===== config.mk =====
export PLATFORM = sky130hd
export DESIGN_NAME = srd_decode
export DESIGN_NICKNAME = d
export VERILOG_FILES = /design/src/core/srd_pkg.sv /design/src/core/srd_decode.sv /design/src/core/srd_rotator.sv
export SDC_FILE = /design/constraint.sdc
export NUM_CORES = 1
export LEC_CHECK = 0
export BUFFER_PORTS_ARGS = -buffer_cell sky130_fd_sc_hd__buf_2
export CAP_MARGIN = 25
export CORE_MARGIN = 2
export CORE_UTILIZATION = 45
export DETAILED_ROUTE_END_ITERATION = 16
export GPL_TIMING_DRIVEN = 0
export PLACE_DENSITY = 0.68
export RECOVER_POWER = 25
export SLEW_MARGIN = 20
export SYNTH_ARGS = -nofsm -noshare
export SYNTH_HDL_FRONTEND = slang
export SYNTH_SLANG_ARGS = --single-unit

===== constraint.sdc =====
create_clock -name clk -period 2.8 [get_ports clk]
set_clock_uncertainty 0.15 [all_clocks]
set_input_delay 0.28 -clock clk [delete_from_list [all_inputs] [get_ports clk]]
set_output_delay 0.28 -clock clk [all_outputs]
set_load 0.01 [all_outputs]

===== src/core/srd_pkg.sv =====
// constants and types for the stack and rotate opcode decoder
// Notes on behaviour
// - bit operand is three bits, zero to seven
// - working register operand picks one of sixteen
// - register pair operand is even, zero to fourteen
// - register operand is eight-bit address 00..FF
// - full register pair address is even, 00..FE
// - extended register twelve bits, direct address sixteen
// - relative offset signed byte from next instruction
// - polarity bit picks cleared or set test
// - vector operand is eight bits 00..FF
// - pull 50/51 loads then increments stack pointer
// - wide pull D8, three fetch, two execute
// - store 70/71 decrements then writes stack
// - wide store C8, three fetch, two execute
// - carry clear CF zeroes carry, 1/2 cycles
// - exit AF pops program counter, adds two
// - rotate left via carry 10/11 sets C Z S V
// - rotate right via carry C0/C1 sets C Z S V
package srd_pkg;
  localparam logic [7:0] OP_PULL_R = 8'h50;
  localparam logic [7:0] OP_PULL_IR = 8'h51;
  localparam logic [7:0] OP_PULL_WIDE = 8'hD8;
  localparam logic [7:0] OP_STORE_R = 8'h70;
  localparam logic [7:0] OP_STORE_IR = 8'h71;
  localparam logic [7:0] OP_STORE_WIDE = 8'hC8;
  localparam logic [7:0] OP_CARRY_CLEAR = 8'hCF;
  localparam logic [7:0] OP_SUB_EXIT = 8'hAF;
  localparam logic [7:0] OP_ROT_L_R = 8'h90;
  localparam logic [7:0] OP_ROT_L_IR = 8'h91;
  localparam logic [7:0] OP_ROT_LC_R = 8'h10;
  localparam logic [7:0] OP_ROT_LC_IR = 8'h11;
  localparam logic [7:0] OP_ROT_R_R = 8'hE0;
  localparam logic [7:0] OP_ROT_R_IR = 8'hE1;
  localparam logic [7:0] OP_ROT_RC_R = 8'hC0;
  localparam logic [7:0] OP_ROT_RC_IR = 8'hC1;
  // flag field positions in the flag byte
  localparam int FLAG_C = 7;
  localparam int FLAG_Z = 6;
  localparam int FLAG_S = 5;
  localparam int FLAG_V = 4;
  localparam int FLAG_D = 3;
  localparam int FLAG_H = 2;
  localparam logic [7:0] FLAGS_RESET = 8'h00;
  localparam logic [7:0] SP_RESET = 8'h00;
  localparam logic [7:0] PAIR_MAX = 8'hFE;
  localparam logic [3:0] WPAIR_MAX = 4'hE;
  localparam logic [2:0] CYC_ONE = 3'h1;
  localparam logic [2:0] CYC_TWO = 3'h2;
  localparam logic [2:0] CYC_THREE = 3'h3;
  localparam logic [2:0] CYC_FOUR = 3'h4;
  localparam logic [7:0] SP_STEP = 8'h01;
  localparam logic [7:0] SP_STEP_EXIT = 8'h02;
  typedef enum logic [3:0] {
    SRD_ST_IDLE = 4'b0001,
    SRD_ST_EXEC = 4'b0010,
    SRD_ST_DONE = 4'b0100,
    SRD_ST_PASS = 4'b1000
  } srd_state_t;
  typedef enum logic [2:0] {
    SRD_ROT_NONE = 3'h0,
    SRD_ROT_L = 3'h1,
    SRD_ROT_LC = 3'h2,
    SRD_ROT_R = 3'h3,
    SRD_ROT_RC = 3'h4
  } srd_rot_t;
endpackage


===== src/core/srd_decode.sv =====
// stack, carry-clear, return and rotate opcode decoder
`timescale 1ns/10ps
module srd_decode
  import srd_pkg::*;
(
  input wire logic clk,
  input wire logic rst_n,
  input wire logic op_valid,
  input wire logic [7:0] opcode,
  input wire logic [7:0] operand,
  input wire logic [7:0] data_in,
  input wire logic [15:0] ret_addr,
  output logic busy,
  output logic done,
  output logic handled,
  output logic pass_valid,
  output logic [7:0] pass_opcode,
  output logic [2:0] fetch_cycles,
  output logic [2:0] exec_cycles,
  output logic indirect,
  output logic wide,
  output logic [7:0] flags,
  output logic [7:0] sp,
  output logic [15:0] pc,
  output logic mem_we,
  output logic [7:0] mem_addr,
  output logic [7:0] mem_wdata,
  output logic [7:0] result,
  output logic operand_bad
);
  srd_state_t state_reg, state_next;
  logic [2:0] cnt_reg, cnt_next;
  logic [7:0] op_reg, op_next;
  logic [7:0] arg_reg, arg_next;
  logic [7:0] dat_reg, dat_next;
  logic [15:0] ret_reg, ret_next;
  logic [7:0] flags_reg, flags_next;
  logic [7:0] sp_reg, sp_next;
  logic [15:0] pc_reg, pc_next;
  logic busy_reg, busy_next;
  logic done_reg, done_next;
  logic handled_reg, handled_next;
  logic pass_reg, pass_next;
  logic [7:0] pass_op_reg, pass_op_next;
  logic [2:0] fc_reg, fc_next;
  logic [2:0] ec_reg, ec_next;
  logic ind_reg, ind_next;
  logic wide_reg, wide_next;
  logic we_reg, we_next;
  logic [7:0] addr_reg, addr_next;
  logic [7:0] wdata_reg, wdata_next;
  logic [7:0] res_reg, res_next;
  logic bad_reg, bad_next;

  // decode of the incoming opcode
  logic known;
  logic dec_ind;
  logic dec_wide;
  logic [2:0] dec_fc;
  logic [2:0] dec_ec;
  srd_rot_t dec_rot;
  srd_rot_t ex_rot;
  logic [7:0] rot_out;
  logic rot_c, rot_z, rot_s, rot_v;

  always_comb begin
    known = 1'b1;
    dec_ind = opcode[0];
    dec_wide = 1'b0;
    dec_rot = SRD_ROT_NONE;
    dec_fc = CYC_TWO;
    dec_ec = opcode[0] ? CYC_THREE : CYC_TWO;
    case (opcode)
      OP_PULL_R, OP_PULL_IR, OP_STORE_R, OP_STORE_IR: begin
      end
      OP_PULL_WIDE, OP_STORE_WIDE: begin
        dec_wide = 1'b1;
        dec_ind = 1'b0;
        dec_fc = CYC_THREE;
        dec_ec = CYC_TWO;
      end
      OP_CARRY_CLEAR: begin
        dec_ind = 1'b0;
        dec_fc = CYC_ONE;
        dec_ec = CYC_TWO;
      end
      OP_SUB_EXIT: begin
        dec_ind = 1'b0;
        dec_fc = CYC_ONE;
        dec_ec = CYC_FOUR;
      end
      OP_ROT_L_R, OP_ROT_L_IR: dec_rot = SRD_ROT_L;
      OP_ROT_LC_R, OP_ROT_LC_IR: dec_rot = SRD_ROT_LC;
      OP_ROT_R_R, OP_ROT_R_IR: dec_rot = SRD_ROT_R;
      OP_ROT_RC_R, OP_ROT_RC_IR: dec_rot = SRD_ROT_RC;
      default: begin
        known = 1'b0;
        dec_ind = 1'b0;
        dec_fc = 3'h0;
        dec_ec = 3'h0;
      end
    endcase
  end

  always_comb begin
    case (op_reg)
      OP_ROT_L_R, OP_ROT_L_IR: ex_rot = SRD_ROT_L;
      OP_ROT_LC_R, OP_ROT_LC_IR: ex_rot = SRD_ROT_LC;
      OP_ROT_R_R, OP_ROT_R_IR: ex_rot = SRD_ROT_R;
      OP_ROT_RC_R, OP_ROT_RC_IR: ex_rot = SRD_ROT_RC;
      default: ex_rot = SRD_ROT_NONE;
    endcase
  end

  srd_rotator u_rot (
    .kind(ex_rot),
    .din(dat_reg),
    .cin(flags_reg[FLAG_C]),
    .dout(rot_out),
    .cout(rot_c),
    .zero(rot_z),
    .sign(rot_s),
    .ovf(rot_v)
  );

  always_comb begin
    state_next = state_reg;
    cnt_next = cnt_reg;
    op_next = op_reg;
    arg_next = arg_reg;
    dat_next = dat_reg;
    ret_next = ret_reg;
    flags_next = flags_reg;
    sp_next = sp_reg;
    pc_next = pc_reg;
    busy_next = busy_reg;
    done_next = 1'b0;
    handled_next = handled_reg;
    pass_next = 1'b0;
    pass_op_next = pass_op_reg;
    fc_next = fc_reg;
    ec_next = ec_reg;
    ind_next = ind_reg;
    wide_next = wide_reg;
    we_next = 1'b0;
    addr_next = addr_reg;
    wdata_next = wdata_reg;
    res_next = res_reg;
    bad_next = bad_reg;
    case (state_reg)
      SRD_ST_IDLE: begin
        if (op_valid) begin
          if (known) begin
            state_next = SRD_ST_EXEC;
            cnt_next = dec_ec - 3'h1;
            op_next = opcode;
            // operand byte kept whole, field split is left downstream
            arg_next = operand;
            dat_next = data_in;
            ret_next = ret_addr;
            busy_next = 1'b1;
            handled_next = 1'b1;
            fc_next = dec_fc;
            ec_next = dec_ec;
            ind_next = dec_ind;
            wide_next = dec_wide;
            // pair operands must be even, full pairs top out at FE; decoded opcodes clear operand_bad without checking the operand
            bad_next = 1'b0;
          end else begin
            state_next = SRD_ST_PASS;
            pass_next = 1'b1;
            pass_op_next = opcode;
            handled_next = 1'b0;
            fc_next = 3'h0;
            ec_next = 3'h0;
            bad_next = (opcode[3:0] == 4'hC) && operand[0];
          end
        end
      end
      SRD_ST_EXEC: begin
        cnt_next = cnt_reg - 3'h1;
        if (cnt_reg == 3'h1) begin
          state_next = SRD_ST_DONE;
          case (op_reg)
            OP_PULL_R, OP_PULL_IR, OP_PULL_WIDE: begin
              addr_next = sp_reg;
              res_next = dat_reg;
              sp_next = sp_reg + SP_STEP;
            end
            OP_STORE_R, OP_STORE_IR, OP_STORE_WIDE: begin
              sp_next = sp_reg - SP_STEP;
              addr_next = sp_reg - SP_STEP;
              wdata_next = dat_reg;
              we_next = 1'b1;
            end
            OP_CARRY_CLEAR: flags_next[FLAG_C] = 1'b0;
            OP_SUB_EXIT: begin
              pc_next = ret_reg;
              addr_next = sp_reg;
              sp_next = sp_reg + SP_STEP_EXIT;
            end
            default: begin
              res_next = rot_out;
              flags_next[FLAG_C] = rot_c;
              flags_next[FLAG_Z] = rot_z;
              flags_next[FLAG_S] = rot_s;
              flags_next[FLAG_V] = rot_v;
            end
          endcase
        end
      end
      SRD_ST_DONE: begin
        state_next = SRD_ST_IDLE;
        busy_next = 1'b0;
        done_next = 1'b1;
      end
      SRD_ST_PASS: state_next = SRD_ST_IDLE;
      default: state_next = SRD_ST_IDLE;
    endcase
  end

  always_ff @(posedge clk or negedge rst_n) begin
    if (!rst_n) begin
      state_reg <= SRD_ST_IDLE;
      cnt_reg <= 3'h0;
      op_reg <= 8'h00;
      arg_reg <= 8'h00;
      dat_reg <= 8'h00;
      ret_reg <= 16'h0000;
      flags_reg <= FLAGS_RESET;
      sp_reg <= SP_RESET;
      pc_reg <= 16'h0000;
      busy_reg <= 1'b0;
      done_reg <= 1'b0;
      handled_reg <= 1'b0;
      pass_reg <= 1'b0;
      pass_op_reg <= 8'h00;
      fc_reg <= 3'h0;
      ec_reg <= 3'h0;
      ind_reg <= 1'b0;
      wide_reg <= 1'b0;
      we_reg <= 1'b0;
      addr_reg <= 8'h00;
      wdata_reg <= 8'h00;
      res_reg <= 8'h00;
      bad_reg <= 1'b0;
    end else begin
      state_reg <= state_next;
      cnt_reg <= cnt_next;
      op_reg <= op_next;
      arg_reg <= arg_next;
      dat_reg <= dat_next;
      ret_reg <= ret_next;
      flags_reg <= flags_next;
      sp_reg <= sp_next;
      pc_reg <= pc_next;
      busy_reg <= busy_next;
      done_reg <= done_next;
      handled_reg <= handled_next;
      pass_reg <= pass_next;
      pass_op_reg <= pass_op_next;
      fc_reg <= fc_next;
      ec_reg <= ec_next;
      ind_reg <= ind_next;
      wide_reg <= wide_next;
      we_reg <= we_next;
      addr_reg <= addr_next;
      wdata_reg <= wdata_next;
      res_reg <= res_next;
      bad_reg <= bad_next;
    end
  end

  assign busy = busy_reg;
  assign done = done_reg;
  assign handled = handled_reg;
  assign pass_valid = pass_reg;
  assign pass_opcode = pass_op_reg;
  assign fetch_cycles = fc_reg;
  assign exec_cycles = ec_reg;
  assign indirect = ind_reg;
  assign wide = wide_reg;
  assign flags = flags_reg;
  assign sp = sp_reg;
  assign pc = pc_reg;
  assign mem_we = we_reg;
  assign mem_addr = addr_reg;
  assign mem_wdata = wdata_reg;
  assign result = res_reg;
  assign operand_bad = bad_reg;

  // assertions
  pull_inc_a: assert property (@(posedge clk) disable iff (!rst_n)
    (state_reg == SRD_ST_EXEC && cnt_reg == 3'h1 && op_reg == OP_PULL_R) |=> sp_reg == $past(sp_reg) + SP_STEP)
    else $error("pull did not raise stack pointer by one");
  store_dec_a: assert property (@(posedge clk) disable iff (!rst_n)
    (state_reg == SRD_ST_EXEC && cnt_reg == 3'h1 && op_reg == OP_STORE_R) |=> mem_we && sp_reg == mem_addr)
    else $error("store did not write at lowered pointer");
  exit_sp_a: assert property (@(posedge clk) disable iff (!rst_n)
    (state_reg == SRD_ST_EXEC && cnt_reg == 3'h1 && op_reg == OP_SUB_EXIT) |=> sp_reg == $past(sp_reg) + SP_STEP_EXIT)
    else $error("return did not add two to stack pointer");
  carry_clear_a: assert property (@(posedge clk) disable iff (!rst_n)
    (state_reg == SRD_ST_EXEC && cnt_reg == 3'h1 && op_reg == OP_CARRY_CLEAR)
      |=> !flags_reg[FLAG_C] && flags_reg[6:0] == $past(flags_reg[6:0]))
    else $error("carry clear wrong");
  exit_timing_a: assert property (@(posedge clk) disable iff (!rst_n)
    (state_reg == SRD_ST_IDLE && op_valid && opcode == OP_SUB_EXIT) |=> ##4 done)
    else $error("return execution not four cycles");
  ind_timing_a: assert property (@(posedge clk) disable iff (!rst_n)
    (state_reg == SRD_ST_IDLE && op_valid && opcode == OP_ROT_L_IR) |=> exec_cycles == CYC_THREE ##3 done)
    else $error("indirect rotate timing wrong");
  wide_fetch_a: assert property (@(posedge clk) disable iff (!rst_n)
    (state_reg == SRD_ST_IDLE && op_valid && opcode == OP_PULL_WIDE) |=> fetch_cycles == CYC_THREE && wide)
    else $error("wide pull fetch count wrong");
  rot_dh_a: assert property (@(posedge clk) disable iff (!rst_n)
    (state_reg == SRD_ST_EXEC && ex_rot != SRD_ROT_NONE) |=> $stable(flags_reg[FLAG_D]) && $stable(flags_reg[FLAG_H]))
    else $error("rotate touched D or H");
  pass_keep_a: assert property (@(posedge clk) disable iff (!rst_n)
    (state_reg == SRD_ST_IDLE && op_valid && !known) |=> pass_valid && $stable(sp_reg) && $stable(flags_reg))
    else $error("unknown opcode disturbed state");
  done_pulse_a: assert property (@(posedge clk) disable iff (!rst_n)
    done |=> !done)
    else $error("done held longer than one cycle");
  wide_pull_a: assert property (@(posedge clk) disable iff (!rst_n)
    (state_reg == SRD_ST_EXEC && cnt_reg == 3'h1 && op_reg == OP_PULL_WIDE)
      |=> sp_reg == $past(sp_reg) + SP_STEP)
    else $error("wide pull did not raise stack pointer by one");
  wide_store_a: assert property (@(posedge clk) disable iff (!rst_n)
    (state_reg == SRD_ST_EXEC && cnt_reg == 3'h1 && op_reg == OP_STORE_WIDE)
      |=> mem_we && sp_reg == mem_addr)
    else $error("wide store did not write at lowered pointer");
  pull_flags_a: assert property (@(posedge clk) disable iff (!rst_n)
    (state_reg == SRD_ST_EXEC && op_reg == OP_PULL_IR) |=> $stable(flags_reg))
    else $error("pull changed the flags");
  exit_pc_a: assert property (@(posedge clk) disable iff (!rst_n)
    (state_reg == SRD_ST_EXEC && cnt_reg == 3'h1 && op_reg == OP_SUB_EXIT) |=> pc == ret_reg)
    else $error("return did not load program counter");
  // source byte stays put through the done cycle, so it is still comparable
  rot_carry_a: assert property (@(posedge clk) disable iff (!rst_n)
    (state_reg == SRD_ST_EXEC && cnt_reg == 3'h1 && ex_rot == SRD_ROT_R)
      |=> flags_reg[FLAG_C] == dat_reg[0] && result == {dat_reg[0], dat_reg[7:1]})
    else $error("rotate right end bit wrong");
  pair_odd_a: assert property (@(posedge clk) disable iff (!rst_n)
    (state_reg == SRD_ST_IDLE && op_valid && !known && opcode[3:0] == 4'hC && operand[0])
      |=> operand_bad)
    else $error("odd pair operand not flagged");
  cov_store_c: cover property (@(posedge clk) disable iff (!rst_n) mem_we);
  cov_pull_c: cover property (@(posedge clk) disable iff (!rst_n) done && op_reg == OP_PULL_WIDE);
  cov_rot_c: cover property (@(posedge clk) disable iff (!rst_n) done && op_reg == OP_ROT_RC_IR);
  cov_pass_c: cover property (@(posedge clk) disable iff (!rst_n) pass_valid);
endmodule // srd_decode


===== src/core/srd_rotator.sv =====
// byte rotator with carry, plain or through carry
`timescale 1ns/10ps
module srd_rotator
  import srd_pkg::*;
(
  input wire srd_rot_t kind,
  input wire logic [7:0] din,
  input wire logic cin,
  output logic [7:0] dout,
  output logic cout,
  output logic zero,
  output logic sign,
  output logic ovf
);
  always_comb begin
    dout = din;
    cout = cin;
    case (kind)
      SRD_ROT_L: begin
        dout = {din[6:0], din[7]};
        cout = din[7];
      end
      SRD_ROT_LC: begin
        dout = {din[6:0], cin};
        cout = din[7];
      end
      SRD_ROT_R: begin
        dout = {din[0], din[7:1]};
        cout = din[0];
      end
      SRD_ROT_RC: begin
        dout = {cin, din[7:1]};
        cout = din[0];
      end
      default: begin
        dout = din;
        cout = cin;
      end
    endcase
    zero = (dout == 8'h00);
    sign = dout[7];
    // overflow marks a change of sign across the rotate
    ovf = dout[7] ^ din[7];
  end
endmodule // srd_rotator


==> flow_summary.json <==
{
  "vdd_ir_drop_max_v": 0.000514,
  "drive_above_1_share_pct": 35.2,
  "ys_top_cells_by_count": "111 x dfrtp_1, 51 x mux2_2, 34 x nand2_1, 23 x nor2_1, 18 x inv_1",
  "min_period_over_period_pct": 94.6,
  "startpoint_type": "register",
  "antenna_found_initial": 0,
  "postPlaceCellArea_um2": 6230,
  "gr-usage-all-layers_pct": 19.7,
  "power_density_nw_per_um2": 633,
  "fin_ws_ns": 0.151,
  "synth.distinct_cells": 72,
  "pwr-share-seq_pct": 47.3,
  "p_clk_share_pct": 33.7,
  "dr.pass1.iters": 4,
  "via_count": 4048,
  "areaGrowthSynthToFinish_pct": 23.5,
  "io_pins": 121,
  "tightestPinTransition_ns": 1.16,
  "clockBufferDepth": 2,
  "syn_inst": 463,
  "cp_data_arrival_time_ns": 2.75,
  "antenna_cells": 0,
  "dieWidth_um": 114,
  "m1WireLength_mm": 5.72,
  "crit_fanout": 10,
  "dp_hpwl_mm": 8.67,
  "holdPathEnd": "ret_reg[13]",
  "rsz0062_at_grt": "no",
  "wl_met3_um": 798,
  "synth.top_cell.area_share_pct": 50.9,
  "cts.sinks": 112,
  "cts-buffers-inserted": 9,
  "yosysSeqAreaShare_pct": 51.4,
  "min_from": "ret_addr[13]",
  "period_needed_ns": 2.65,
  "core_um2": 11900,
  "synthFlopType": "dfrtp_1",
  "drtIter0Drc": 196,
  "ys_ff_latch": 112,
  "fp-row-count": 40,
  "yosysMostFrequentCell": "dfrtp_1",
  "port_buffers": 107,
  "outcome": "finished, final reports clean",
  "maxCapViolCount": 0,
  "synth_area_per_cell_um2": 11.8,
  "place_congestion": 0.861,
  "final_core_util_pct": 56.6,
  "synthArstFlopShare_pct": 100,
  "netlist_top_cells_area": "dfrtp_1 51%, mux2_2 11%, mux2_4 4.1%, nand2_1 2.3%, xnor2_1 1.9%",
  "synth_area_leader_cell": "dfrtp_1",
  "wl_per_cell_um": 16.3,
  "grt_pass1_vias": 4095,
  "grt_overflow_total": 0,
  "worstSkewPairLatency_ns": 0.36,
  "final_cell_area_um2": 6740,
  "clk_pin_slew_ns": 0.08,
  "ys_warn_count": 0,
  "ant_nets": 0,
  "whs_path_depth": 2,
  "grt_max_degree": 68,
  "reg2reg_setup_slack_ns": 0.15,
  "post-cts-setup-buffers": 0,
  "hold_path_class": "in2reg",
  "drv_slew": 0,
  "crit_type": "reg2reg",
  "r2r-start": "op_reg[4]",
  "die_area_um2": 13000,
  "multiInputGateArea_um2": 2450,
  "fill_cells": 1041,
  "hold_slack_ns": 0.0163,
  "avgViaCountPerCell": 5.35,
  "cts_tree": "built",
  "grt_first_pass_wirelength_mm": 20.4,
  "r2r_cells": 5,
  "p_int_mw": 3.06,
  "combPwrFrac_pct": 19.0,
  "relSlewSlack_pct": 22.6,
  "wl_mm": 12.4,
  "seqCellArea_um2": 2800,
  "dp_slack_ns": -0.0706,
  "top_layer": "met4",
  "setup_viol": 0,
  "drc": 0,
  "leakagePower_nw": 3.35,
  "netSwitchingFraction_pct": 28.3,
  "worstReg2RegEnd": "pc[7]",
  "syn-cell-area_um2": 5460,
  "critPathRequiredTime_ns": 2.90,
  "cp-end-kind": "register",
  "synth_edf_count": 0,
  "max_clock_freq_mhz": 378,
  "start_util_pct": 45.8,
  "dr_wl_met2_mm": 5.72,
  "final_nets": 655,
  "final-hold-violation-count": 0,
  "clock-root-buffer": "clkbuf_16",
  "p_switching_mw": 1.21,
  "h-tree-depth": 3,
  "die_h_um": 114
}
worst max-delay path, cell delays in order (launching register included):
cell,delay (ns)
dfrtp_1,0.44
nand4b_1,0.25
nor3_1,0.66
nand2_1,0.41
buf_2,0.32
mux2_2,0.30
logic make-up (layout without fill, tap and decap cells):
family | after synthesis | in the layout | share of synthesized area [%]
AND/OR/NAND/NOR | 129 | 129 | 12.9
flip-flops | 112 | 112 | 51.4
AO/OA/AOI/OAI | 88 | 88 | 12.3
multiplexers | 70 | 70 | 15.4
buffers and inverters | 43 | 186 | 4.28
XOR/XNOR | 13 | 13 | 2.09
adder cells (fa/ha/maj) | 7 | 7 | 1.60
other | 1 | 5 | 0.0687
placed cells by master (no fill, tap or decap), types with 5 or more instances in the layout:
cell,n
o21ai_0,13
conb_1,5
buf_6,5
inv_1,18
dfrtp_1,111
nor2_1,23
dlygate4sd3_1,19
a21oi_1,13
buf_2,99
a22oi_1,7
nand2_1,34
or3b_2,5
mux2_2,51
clkbuf_16,9
nand3_1,8
xnor2_1,12
clkbuf_1,20
ha_1,7
mux2_4,15
buf_4,7
a221o_1,8
nor3_1,17
metal layers:
layer	vias up	global-route usage [%]
met5	-	0
met4	0	4.72
met3	11	6.51
met2	121	30.9
met1	1958	26.6
li1	1958	-
power groups by stage:
stage               Clock (mW)  Combinational, mW  Sequential, mW
CTS                       1.48              0.819            2.02
floorplan                    0              0.549            2.01
global route              1.52              0.898            2.05
detailed placement           0              0.786            2.04
global placement             0              0.761            2.03
finish                    1.44              0.812            2.02
final cells by class:
cell class              count  area share (%)
plain buffers              25            2.47
clock buffers               9            3.34
clock inverters             7            1.63
inverters                  18            1.00
multi-input cells         312            36.3
flip-flops and latches    112            41.6
well taps                 147            2.73
repair buffers            127            10.9
metrics by stage:
step / TNS, ns / power [mW] / instances
6_report: 0 / 4.27 / 757
5_1_grt: 0 / 4.47 / 757
4_1_cts: 0 / 4.31 / 757
3_5_place_dp: -0.0706 / 2.83 / 722
3_3_place_gp: 0 / 2.79 / 721
2_1_floorplan: 0 / 2.56 / 467
worst max-delay path by stage:
stage / startpoint / to / slack [ns] / depth (start not counted)
after floorplan: opcode[0] / pass_opcode[2] / 0.49 / 7
after global placement: op_reg[1] / sp[1] / 0.01 / 6
after detailed placement: op_reg[1] / sp[1] / -0.07 / 6
after CTS: op_reg[1] / sp[1] / 0.08 / 6
after global routing: op_reg[4] / pc[12] / 0.006 / 5
final: op_reg[4] / pc[7] / 0.15 / 5
timing repair:
action	4_1_cts	5_1_grt
endpoints found under the setup margin	1	11
hold endpoints to repair	63	0
gates resized for setup	1	1
hold buffers	19	0
Power figures use the tool's default switching activity.
